===== src/rtl/dllp_pkg.sv =====
// Shared constants and types for the link-layer packet request block.
`default_nettype none
package dllp_pkg;
    // ------------------------------------------------------------
    // Send command and power message encodings
    // ------------------------------------------------------------
    localparam logic [1:0] CMD_NONE = 2'h0;
    localparam logic [1:0] CMD_PM = 2'h1;
    localparam logic [1:0] CMD_VENDOR = 2'h2;
    localparam logic [1:0] CMD_RESERVED = 2'h3;
    localparam logic [2:0] PM_ENTER_L1 = 3'h0;
    localparam logic [2:0] PM_ENTER_L2 = 3'h1;
    localparam logic [2:0] PM_ASPM_L1_REQ = 3'h3;
    localparam logic [2:0] PM_REQ_ACK = 3'h4;

    // ------------------------------------------------------------
    // Register map (byte addresses) and fields
    // ------------------------------------------------------------
    localparam logic [3:0] CTRL_OFFSET = 4'h0;
    localparam logic [3:0] STATUS_OFFSET = 4'h4;
    localparam int CTRL_LINK_EN_BIT = 0;
    localparam int CTRL_TLP_FWD_BIT = 1;
    localparam logic [1:0] CTRL_RESET = 2'h0;
    localparam int STAT_INACTIVE_BIT = 0;
    localparam int STAT_INIT_BIT = 1;
    localparam int STAT_ACTIVE_BIT = 2;
    localparam int STAT_UP_BIT = 3;
    localparam int STAT_BUSY_BIT = 4;
    localparam int STAT_COUNT_LSB = 16;
    localparam logic [1:0] RESP_OKAY = 2'h0;
    localparam logic [1:0] RESP_SLVERR = 2'h2;

    // ------------------------------------------------------------
    // Types
    // ------------------------------------------------------------
    typedef struct packed {
        logic [1:0] kind;
        logic [2:0] pm_type;
        logic [23:0] payload;
    } dllp_t;

    typedef struct packed {
        logic inactive;
        logic initialising;
        logic active;
        logic up;
    } link_flags_t;

    typedef enum logic [1:0] {
        LS_INACTIVE = 2'b00,
        LS_INIT = 2'b01,
        LS_ACTIVE = 2'b10
    } link_state_t;

    typedef enum logic [1:0] {
        SS_IDLE = 2'b00,
        SS_SEND = 2'b01,
        SS_RELEASE = 2'b10
    } send_state_t;
endpackage
`default_nettype wire


===== src/rtl/link_layer_dllp_request_status.sv =====
// Link-layer packet request, send acknowledge and state indication.
// Functional notes
// - Command 00 is idle; nothing is transmitted while it is held.
// - Command 01 transmits a power-management packet with the given type.
// - Command 10 transmits a vendor packet carrying the 24-bit payload.
// - Power types: 000 L1, 001 L2, 011 ASPM L1 request, 100 ack.
// - The sent output tells the user a requested packet went out.
// - Inactive flag is high while the link layer is inactive.
// - Initialising flag is high during initialisation, flow-control setup included.
// - Active flag is high while the link layer is active.
// - Up flag is high only when active and forwarding received packets.
`default_nettype none
module link_layer_dllp_request_status (
    input wire logic sys_clk,
    input wire logic srst,
    // User request side
    input wire logic [1:0] send_cmd,
    input wire logic [2:0] pm_type,
    input wire logic [23:0] vendor_payload,
    output logic packet_sent,
    output logic link_layer_inactive_flag,
    output logic link_layer_initialising_flag,
    output logic link_layer_active_flag,
    output logic link_layer_up_flag,
    // Physical side
    input wire logic phy_link_up,
    input wire logic fc_init_done,
    output dllp_pkg::dllp_t tx_dllp,
    output logic tx_dllp_valid,
    input wire logic tx_dllp_ready,
    // AXI4-Lite register slave
    input wire logic [3:0] s_axi_awaddr,
    input wire logic s_axi_awvalid,
    output logic s_axi_awready,
    input wire logic [31:0] s_axi_wdata,
    input wire logic [3:0] s_axi_wstrb,
    input wire logic s_axi_wvalid,
    output logic s_axi_wready,
    output logic [1:0] s_axi_bresp,
    output logic s_axi_bvalid,
    input wire logic s_axi_bready,
    input wire logic [3:0] s_axi_araddr,
    input wire logic s_axi_arvalid,
    output logic s_axi_arready,
    output logic [31:0] s_axi_rdata,
    output logic [1:0] s_axi_rresp,
    output logic s_axi_rvalid,
    input wire logic s_axi_rready
);
    // ------------------------------------------------------------
    // Address decode
    // ------------------------------------------------------------
    // Returns 0 for control, 1 for status, 2 for an unmapped word.
    function automatic logic [1:0] reg_sel(input logic [3:0] addr);
        return (addr == dllp_pkg::CTRL_OFFSET) ? 2'h0
            : (addr == dllp_pkg::STATUS_OFFSET) ? 2'h1 : 2'h2;
    endfunction

    // ------------------------------------------------------------
    // Link-layer state machine
    // ------------------------------------------------------------
    dllp_pkg::link_state_t ls_q, ls_d;
    dllp_pkg::link_flags_t flags_q, flags_d;
    logic [1:0] ctrl_q, ctrl_d;

    always_comb begin
        ls_d = ls_q;
        case (ls_q)
            dllp_pkg::LS_INACTIVE: begin
                if (ctrl_q[dllp_pkg::CTRL_LINK_EN_BIT] && phy_link_up) begin
                    ls_d = dllp_pkg::LS_INIT;
                end
            end
            dllp_pkg::LS_INIT: begin
                if (fc_init_done) begin
                    ls_d = dllp_pkg::LS_ACTIVE;
                end
            end
            dllp_pkg::LS_ACTIVE: ls_d = dllp_pkg::LS_ACTIVE;
            default: ls_d = dllp_pkg::LS_INACTIVE;
        endcase
        // Losing the physical link or the enable drops straight out.
        if (!phy_link_up || !ctrl_q[dllp_pkg::CTRL_LINK_EN_BIT]) begin
            ls_d = dllp_pkg::LS_INACTIVE;
        end
        // Flags decode the next state so they line up with the state.
        flags_d.inactive = (ls_d == dllp_pkg::LS_INACTIVE);
        flags_d.initialising = (ls_d == dllp_pkg::LS_INIT);
        flags_d.active = (ls_d == dllp_pkg::LS_ACTIVE);
        flags_d.up = (ls_d == dllp_pkg::LS_ACTIVE)
            && ctrl_d[dllp_pkg::CTRL_TLP_FWD_BIT];
    end

    always_ff @(posedge sys_clk) begin
        if (srst) begin
            ls_q <= dllp_pkg::LS_INACTIVE;
            flags_q <= '{inactive: 1'b1, default: 1'b0};
        end else begin
            ls_q <= ls_d;
            flags_q <= flags_d;
        end
    end

    // ------------------------------------------------------------
    // Packet send sequencer
    // ------------------------------------------------------------
    // A request is only taken while the link is active; packets cannot
    // go out before flow control is set up. After the send the command
    // must return to idle, so a held command is not sent twice.
    dllp_pkg::send_state_t ss_q, ss_d;
    dllp_pkg::dllp_t pkt_q, pkt_d;
    logic sent_q, sent_d, valid_q, valid_d;
    logic [15:0] count_q, count_d;

    always_comb begin
        ss_d = ss_q;
        pkt_d = pkt_q;
        sent_d = 1'b0;
        count_d = count_q;
        case (ss_q)
            dllp_pkg::SS_IDLE: begin
                if (flags_q.active && (send_cmd == dllp_pkg::CMD_PM
                        || send_cmd == dllp_pkg::CMD_VENDOR)) begin
                    pkt_d.kind = send_cmd;
                    pkt_d.pm_type = (send_cmd == dllp_pkg::CMD_PM) ?
                        pm_type : 3'h0;
                    pkt_d.payload = (send_cmd == dllp_pkg::CMD_VENDOR) ?
                        vendor_payload : 24'h000000;
                    ss_d = dllp_pkg::SS_SEND;
                end
            end
            dllp_pkg::SS_SEND: begin
                if (tx_dllp_ready) begin
                    sent_d = 1'b1;
                    count_d = count_q + 16'h0001;
                    ss_d = dllp_pkg::SS_RELEASE;
                end
            end
            dllp_pkg::SS_RELEASE: begin
                if (send_cmd == dllp_pkg::CMD_NONE) begin
                    ss_d = dllp_pkg::SS_IDLE;
                end
            end
            default: ss_d = dllp_pkg::SS_IDLE;
        endcase
        // A link drop abandons a packet that has not gone out yet.
        if (!flags_q.active && ss_q == dllp_pkg::SS_SEND) begin
            ss_d = dllp_pkg::SS_RELEASE;
        end
        valid_d = (ss_d == dllp_pkg::SS_SEND);
    end

    always_ff @(posedge sys_clk) begin
        if (srst) begin
            ss_q <= dllp_pkg::SS_IDLE;
            pkt_q <= '0;
            sent_q <= 1'b0;
            valid_q <= 1'b0;
            count_q <= 16'h0000;
        end else begin
            ss_q <= ss_d;
            pkt_q <= pkt_d;
            sent_q <= sent_d;
            valid_q <= valid_d;
            count_q <= count_d;
        end
    end

    // ------------------------------------------------------------
    // AXI4-Lite register slave
    // ------------------------------------------------------------
    logic aw_have_q, aw_have_d, w_have_q, w_have_d;
    logic [3:0] aw_addr_q, aw_addr_d;
    logic [31:0] w_data_q, w_data_d;
    logic [3:0] w_strb_q, w_strb_d;
    logic awready_q, awready_d, wready_q, wready_d;
    logic bvalid_q, bvalid_d, arready_q, arready_d, rvalid_q, rvalid_d;
    logic [1:0] bresp_q, bresp_d, rresp_q, rresp_d;
    logic [31:0] rdata_q, rdata_d;

    always_comb begin
        aw_have_d = aw_have_q;
        aw_addr_d = aw_addr_q;
        w_have_d = w_have_q;
        w_data_d = w_data_q;
        w_strb_d = w_strb_q;
        bvalid_d = bvalid_q;
        bresp_d = bresp_q;
        ctrl_d = ctrl_q;
        arready_d = arready_q;
        rvalid_d = rvalid_q;
        rdata_d = rdata_q;
        rresp_d = rresp_q;
        if (s_axi_bvalid && s_axi_bready) begin
            bvalid_d = 1'b0;
        end
        if (s_axi_awvalid && awready_q) begin
            aw_have_d = 1'b1;
            aw_addr_d = s_axi_awaddr;
        end
        if (s_axi_wvalid && wready_q) begin
            w_have_d = 1'b1;
            w_data_d = s_axi_wdata;
            w_strb_d = s_axi_wstrb;
        end
        if (aw_have_d && w_have_d && !bvalid_d) begin
            aw_have_d = 1'b0;
            w_have_d = 1'b0;
            bvalid_d = 1'b1;
            bresp_d = dllp_pkg::RESP_OKAY;
            if (reg_sel(aw_addr_d) == 2'h2) begin
                bresp_d = dllp_pkg::RESP_SLVERR;
            end else if (reg_sel(aw_addr_d) == 2'h0 && w_strb_d[0]) begin
                ctrl_d = w_data_d[1:0];
            end
        end
        awready_d = !aw_have_d && !bvalid_d;
        wready_d = !w_have_d && !bvalid_d;
        if (s_axi_rvalid && s_axi_rready) begin
            rvalid_d = 1'b0;
        end
        if (s_axi_arvalid && arready_q) begin
            rvalid_d = 1'b1;
            rdata_d = 32'h00000000;
            rresp_d = dllp_pkg::RESP_OKAY;
            case (reg_sel(s_axi_araddr))
                2'h0: rdata_d[1:0] = ctrl_q;
                2'h1: begin
                    rdata_d[dllp_pkg::STAT_INACTIVE_BIT] = flags_q.inactive;
                    rdata_d[dllp_pkg::STAT_INIT_BIT] = flags_q.initialising;
                    rdata_d[dllp_pkg::STAT_ACTIVE_BIT] = flags_q.active;
                    rdata_d[dllp_pkg::STAT_UP_BIT] = flags_q.up;
                    rdata_d[dllp_pkg::STAT_BUSY_BIT] =
                        (ss_q != dllp_pkg::SS_IDLE);
                    rdata_d[dllp_pkg::STAT_COUNT_LSB +: 16] = count_q;
                end
                default: rresp_d = dllp_pkg::RESP_SLVERR;
            endcase
        end
        arready_d = !rvalid_d;
    end

    always_ff @(posedge sys_clk) begin
        if (srst) begin
            aw_have_q <= 1'b0;
            aw_addr_q <= 4'h0;
            w_have_q <= 1'b0;
            w_data_q <= 32'h00000000;
            w_strb_q <= 4'h0;
            awready_q <= 1'b0;
            wready_q <= 1'b0;
            bvalid_q <= 1'b0;
            bresp_q <= dllp_pkg::RESP_OKAY;
            ctrl_q <= dllp_pkg::CTRL_RESET;
            arready_q <= 1'b0;
            rvalid_q <= 1'b0;
            rdata_q <= 32'h00000000;
            rresp_q <= dllp_pkg::RESP_OKAY;
        end else begin
            aw_have_q <= aw_have_d;
            aw_addr_q <= aw_addr_d;
            w_have_q <= w_have_d;
            w_data_q <= w_data_d;
            w_strb_q <= w_strb_d;
            awready_q <= awready_d;
            wready_q <= wready_d;
            bvalid_q <= bvalid_d;
            bresp_q <= bresp_d;
            ctrl_q <= ctrl_d;
            arready_q <= arready_d;
            rvalid_q <= rvalid_d;
            rdata_q <= rdata_d;
            rresp_q <= rresp_d;
        end
    end

    // ------------------------------------------------------------
    // Outputs
    // ------------------------------------------------------------
    assign packet_sent = sent_q;
    assign link_layer_inactive_flag = flags_q.inactive;
    assign link_layer_initialising_flag = flags_q.initialising;
    assign link_layer_active_flag = flags_q.active;
    assign link_layer_up_flag = flags_q.up;
    assign tx_dllp = pkt_q;
    assign tx_dllp_valid = valid_q;
    assign s_axi_awready = awready_q;
    assign s_axi_wready = wready_q;
    assign s_axi_bvalid = bvalid_q;
    assign s_axi_bresp = bresp_q;
    assign s_axi_arready = arready_q;
    assign s_axi_rvalid = rvalid_q;
    assign s_axi_rdata = rdata_q;
    assign s_axi_rresp = rresp_q;
endmodule
`default_nettype wire


===== config.mk =====
export PLATFORM = sky130hd
export DESIGN_NAME = link_layer_dllp_request_status
export DESIGN_NICKNAME = d
export VERILOG_FILES = /design/src/rtl/dllp_pkg.sv /design/src/rtl/link_layer_dllp_request_status.sv
export SDC_FILE = /design/constraint.sdc
export NUM_CORES = 1
export LEC_CHECK = 0
export BUFFER_PORTS_ARGS = -buffer_cell sky130_fd_sc_hd__buf_2
export CORE_MARGIN = 8
export CORE_UTILIZATION = 42
export CTS_CLUSTER_SIZE = 14
export DETAILED_ROUTE_END_ITERATION = 8
export GPL_TIMING_DRIVEN = 0
export PLACE_DENSITY = 0.75
export SYNTH_ARGS = -nofsm -noshare
export SYNTH_HDL_FRONTEND = slang
export SYNTH_SLANG_ARGS = --single-unit

===== constraint.sdc =====
create_clock -name sys_clk -period 1.6 [get_ports sys_clk]
set_input_delay 0.08 -clock sys_clk [delete_from_list [all_inputs] [get_ports sys_clk]]
set_output_delay 0.08 -clock sys_clk [all_outputs]
set_load 0.05 [all_outputs]

==> out/results.ini <==
[die]
start_util_pct=42.6
ioPinCount=159
coreArea_um2=8550
num_rows=34
die_y_um=109
die_area_um2=11900
dieWidth_um=109

[placement]
io_buffers=111
dp_slack_ps=-115
routabilityCongestion=0.792
place_area_um2=4400
hpwl_mm=7.33

[grt]
grt_antenna_before_repair=0
grt_pass1_wl_mm=15.8
grt_max_degree=16
grt_overflow=0
grt_usage_pct=16.5
grt_pass1_vias=3406

[timing]
rsz0062_at_grt=true
maxSlewViolCount=0
tightest_slew_ps=560
fin_skew_ps=8.22
relSlewSlack_pct=62.7
period_minus_slack_ps=1590
fin_ws_ps=13.9
setup_violations=0
max_freq_mhz=630
period_share_pct=99.1
setup_tns_ps=0
finalHoldViolations=0

[power_and_ir_drop]
cellPowerDensity_nw_per_um2=857
leakage_nw=2.15
ir_worst_vdd_mv=0.441

[flow_run]
cap_violations=0

[cts]
clock-sinks=94
cts_root_buffer=clkbuf_8
cts.path.max_buffers=2
htreeDepth=3
cts_tree=done
clk_latency_ps=350
path_clk_slew_ps=90
cts_inserted_buffers=9

[hold_path]
min_from=vendor_payload[3]
min_path_type=in -> reg
hold_end=tx_dllp[3]
whs_path_depth=3

[critical_path]
reg2reg_from=s_axi_awready
path_buf_inv=0
path_cells=a2111oi_4 -> a22oi_1 -> and4bb_2 -> mux2_4
crit_path_max_incr_delay_ps=370
cpLargestDelayFamily=compound AO/OA/AOI/OAI gates
arrival_ps=1830
crit_slowest_cell=dfxtp_4
cp-start-kind=flop
worstPathRequired_ps=1840
cp_max_fo=4
crit_type=reg -> reg
r2r-end=ctrl_q[0]
cp_num_cells=4
reg2reg_setup_slack_ps=10
setup.worst_path.end_class=flop
reg2regPathDepth=4

[drt]
wl_per_cell_um=14.5
wl_mm=10.1
first_iter_violations=120
dr.pass1.iters=4
via_per_inst=4.98
vias=3454
drc=0
ant_nets=0

[status]
status=completed

[logic_synthesis]
postSynth.asyncResetShare_pct=0
ys_ff_latch=94
netlist_top_cells_area=dfxtp_1 (52%), a21oi_1 (6.5%), nand2_1 (4.8%)
ys_warn_count=0
yosys.area.top_type=dfxtp_1
synth_cells=407
synth_top_area_share_pct=51.6
seq_area_frac_synth_pct=51.6
yosys_most_used_dff=dfxtp_1
synth_edf_count=0
synth_area_um2=3650
synth.avg_cell_area_um2=8.96
synthDistinctLibCells=43

[finish]
fillers=769
area_growth_pct=37.5
final_area_um2=5010
n_antenna_cell=0
layout.nets=669
final_cell_mix=buf_2 (112), dfxtp_1 (80), nand2_1 (47), a21oi_1 (47), nor2_1 (44)
drive_above_1_share_pct=30.9
final_common_cell=buf_2

[kinds of logic after synthesis]
kind of cell | count (synthesis) | synth area share [%]
buf+inv | 40 | 5.52
compound gates | 81 | 13.5
flops | 94 | 51.6
fa+ha+maj | 4 | 1.37
mux | 10 | 2.85
other cells | 1 | 0.103
simple gates | 168 | 22.9
xor+xnor | 9 | 2.16
[registers in the layout (all words and copies together), names as in the netlist, 2 cells and up]
signal and cells:
count_q 16, w_data_q 2, ss_q 2, tx_dllp 29, aw_addr_q 4, s_axi_rdata 21
ls_q 2, ctrl_q 2
[tightest hold or removal path, stage by stage]
cell     delay [ps]
buf_2           100
nand3_1          70
a21oi_1          70
[area by class of cell]
type                       count  area (um^2)  share of cell area [%]
buffer                        36          198                    3.94
multi-input combinational    285         1630                    32.6
tap                          108          135                    2.69
clock inverter                 4         31.3                   0.624
timing repair buffer         152          948                    18.9
sequential                    94         1900                    37.9
inverter                       4         15.0                   0.299
clock buffer                  11          151                    3.02
[power breakdown]
group          internal (W)  switching [W]  leakage [nW]
combinational      0.000182       0.000276          1.30
sequential          0.00237      0.0000183         0.766
clock              0.000647       0.000811        0.0841
[timing repair]
item	4_1_cts	5_1_grt
setup buffers	5	2
hold buffers	33	1
endpoints found under the hold margin	34	1
pin swaps	5	5
resized for setup	8	14
setup endpoints to repair	25	24
[Yosys cell counts (2+ instances only)]
cell	number
dfxtp_1	94
a21oi_1	47
nand2_1	47
nor2_1	44
nand3_1	31
a22oi_1	21
clkbuf_1	19
buf_4	13
nor2b_1	8
mux2i_1	7
nor3_1	7
xor2_1	6
nand4_1	5
a211oi_1	4
ha_1	4
inv_1	4
o31ai_1	4
or4_1	4
mux2_2	3
o21ai_0	3
xnor2_1	3
and3_1	2
and3_2	2
buf_1	2
buf_2	2
nand2b_1	2
nand3_4	2
or3_1	2
[worst max path at each step]
| stage | start | to | slack (ps) |
|---|---|---|---|
| floorplan | s_axi_awready | ctrl_q[0] | 5 |
| global placement | count_q[0] | count_q[14] | -80 |
| detailed placement | send_cmd[0] | tx_dllp[24] | -120 |
| CTS | s_axi_awready | ctrl_q[0] | -5 |
| global route | aw_addr_q[3] | ctrl_q[0] | -60 |
| finish | s_axi_awready | ctrl_q[0] | 10 |
[metrics by stage]
| stage | instances | hold WS (ps) | utilization (%) | total power (W) |
|---|---|---|---|---|
| 4_1_cts | 691 | 2.69 | 58.1 | 0.00434 |
| 5_1_grt | 694 | 16.1 | 58.6 | 0.00449 |
| 3_3_place_gp | 638 | 302 | 51.5 | 0.00282 |
| 3_5_place_dp | 638 | 306 | 51.5 | 0.00283 |
| 6_report | 694 | 11.2 | 58.6 | 0.00430 |
| 2_1_floorplan | 419 | 184 | - | 0.00270 |
[layer usage]
metal  vias to the layer above  wire length (um)  global-route usage [%]
li1                       1740                 -                       -
met1                      1601              4310                    19.1
met2                       107              4800                    28.6
met3                         6               885                    4.61
met4                         0                70                    5.59
met5                         -                 0                       0
Note: power is estimated with default switching activity, not from simulation.
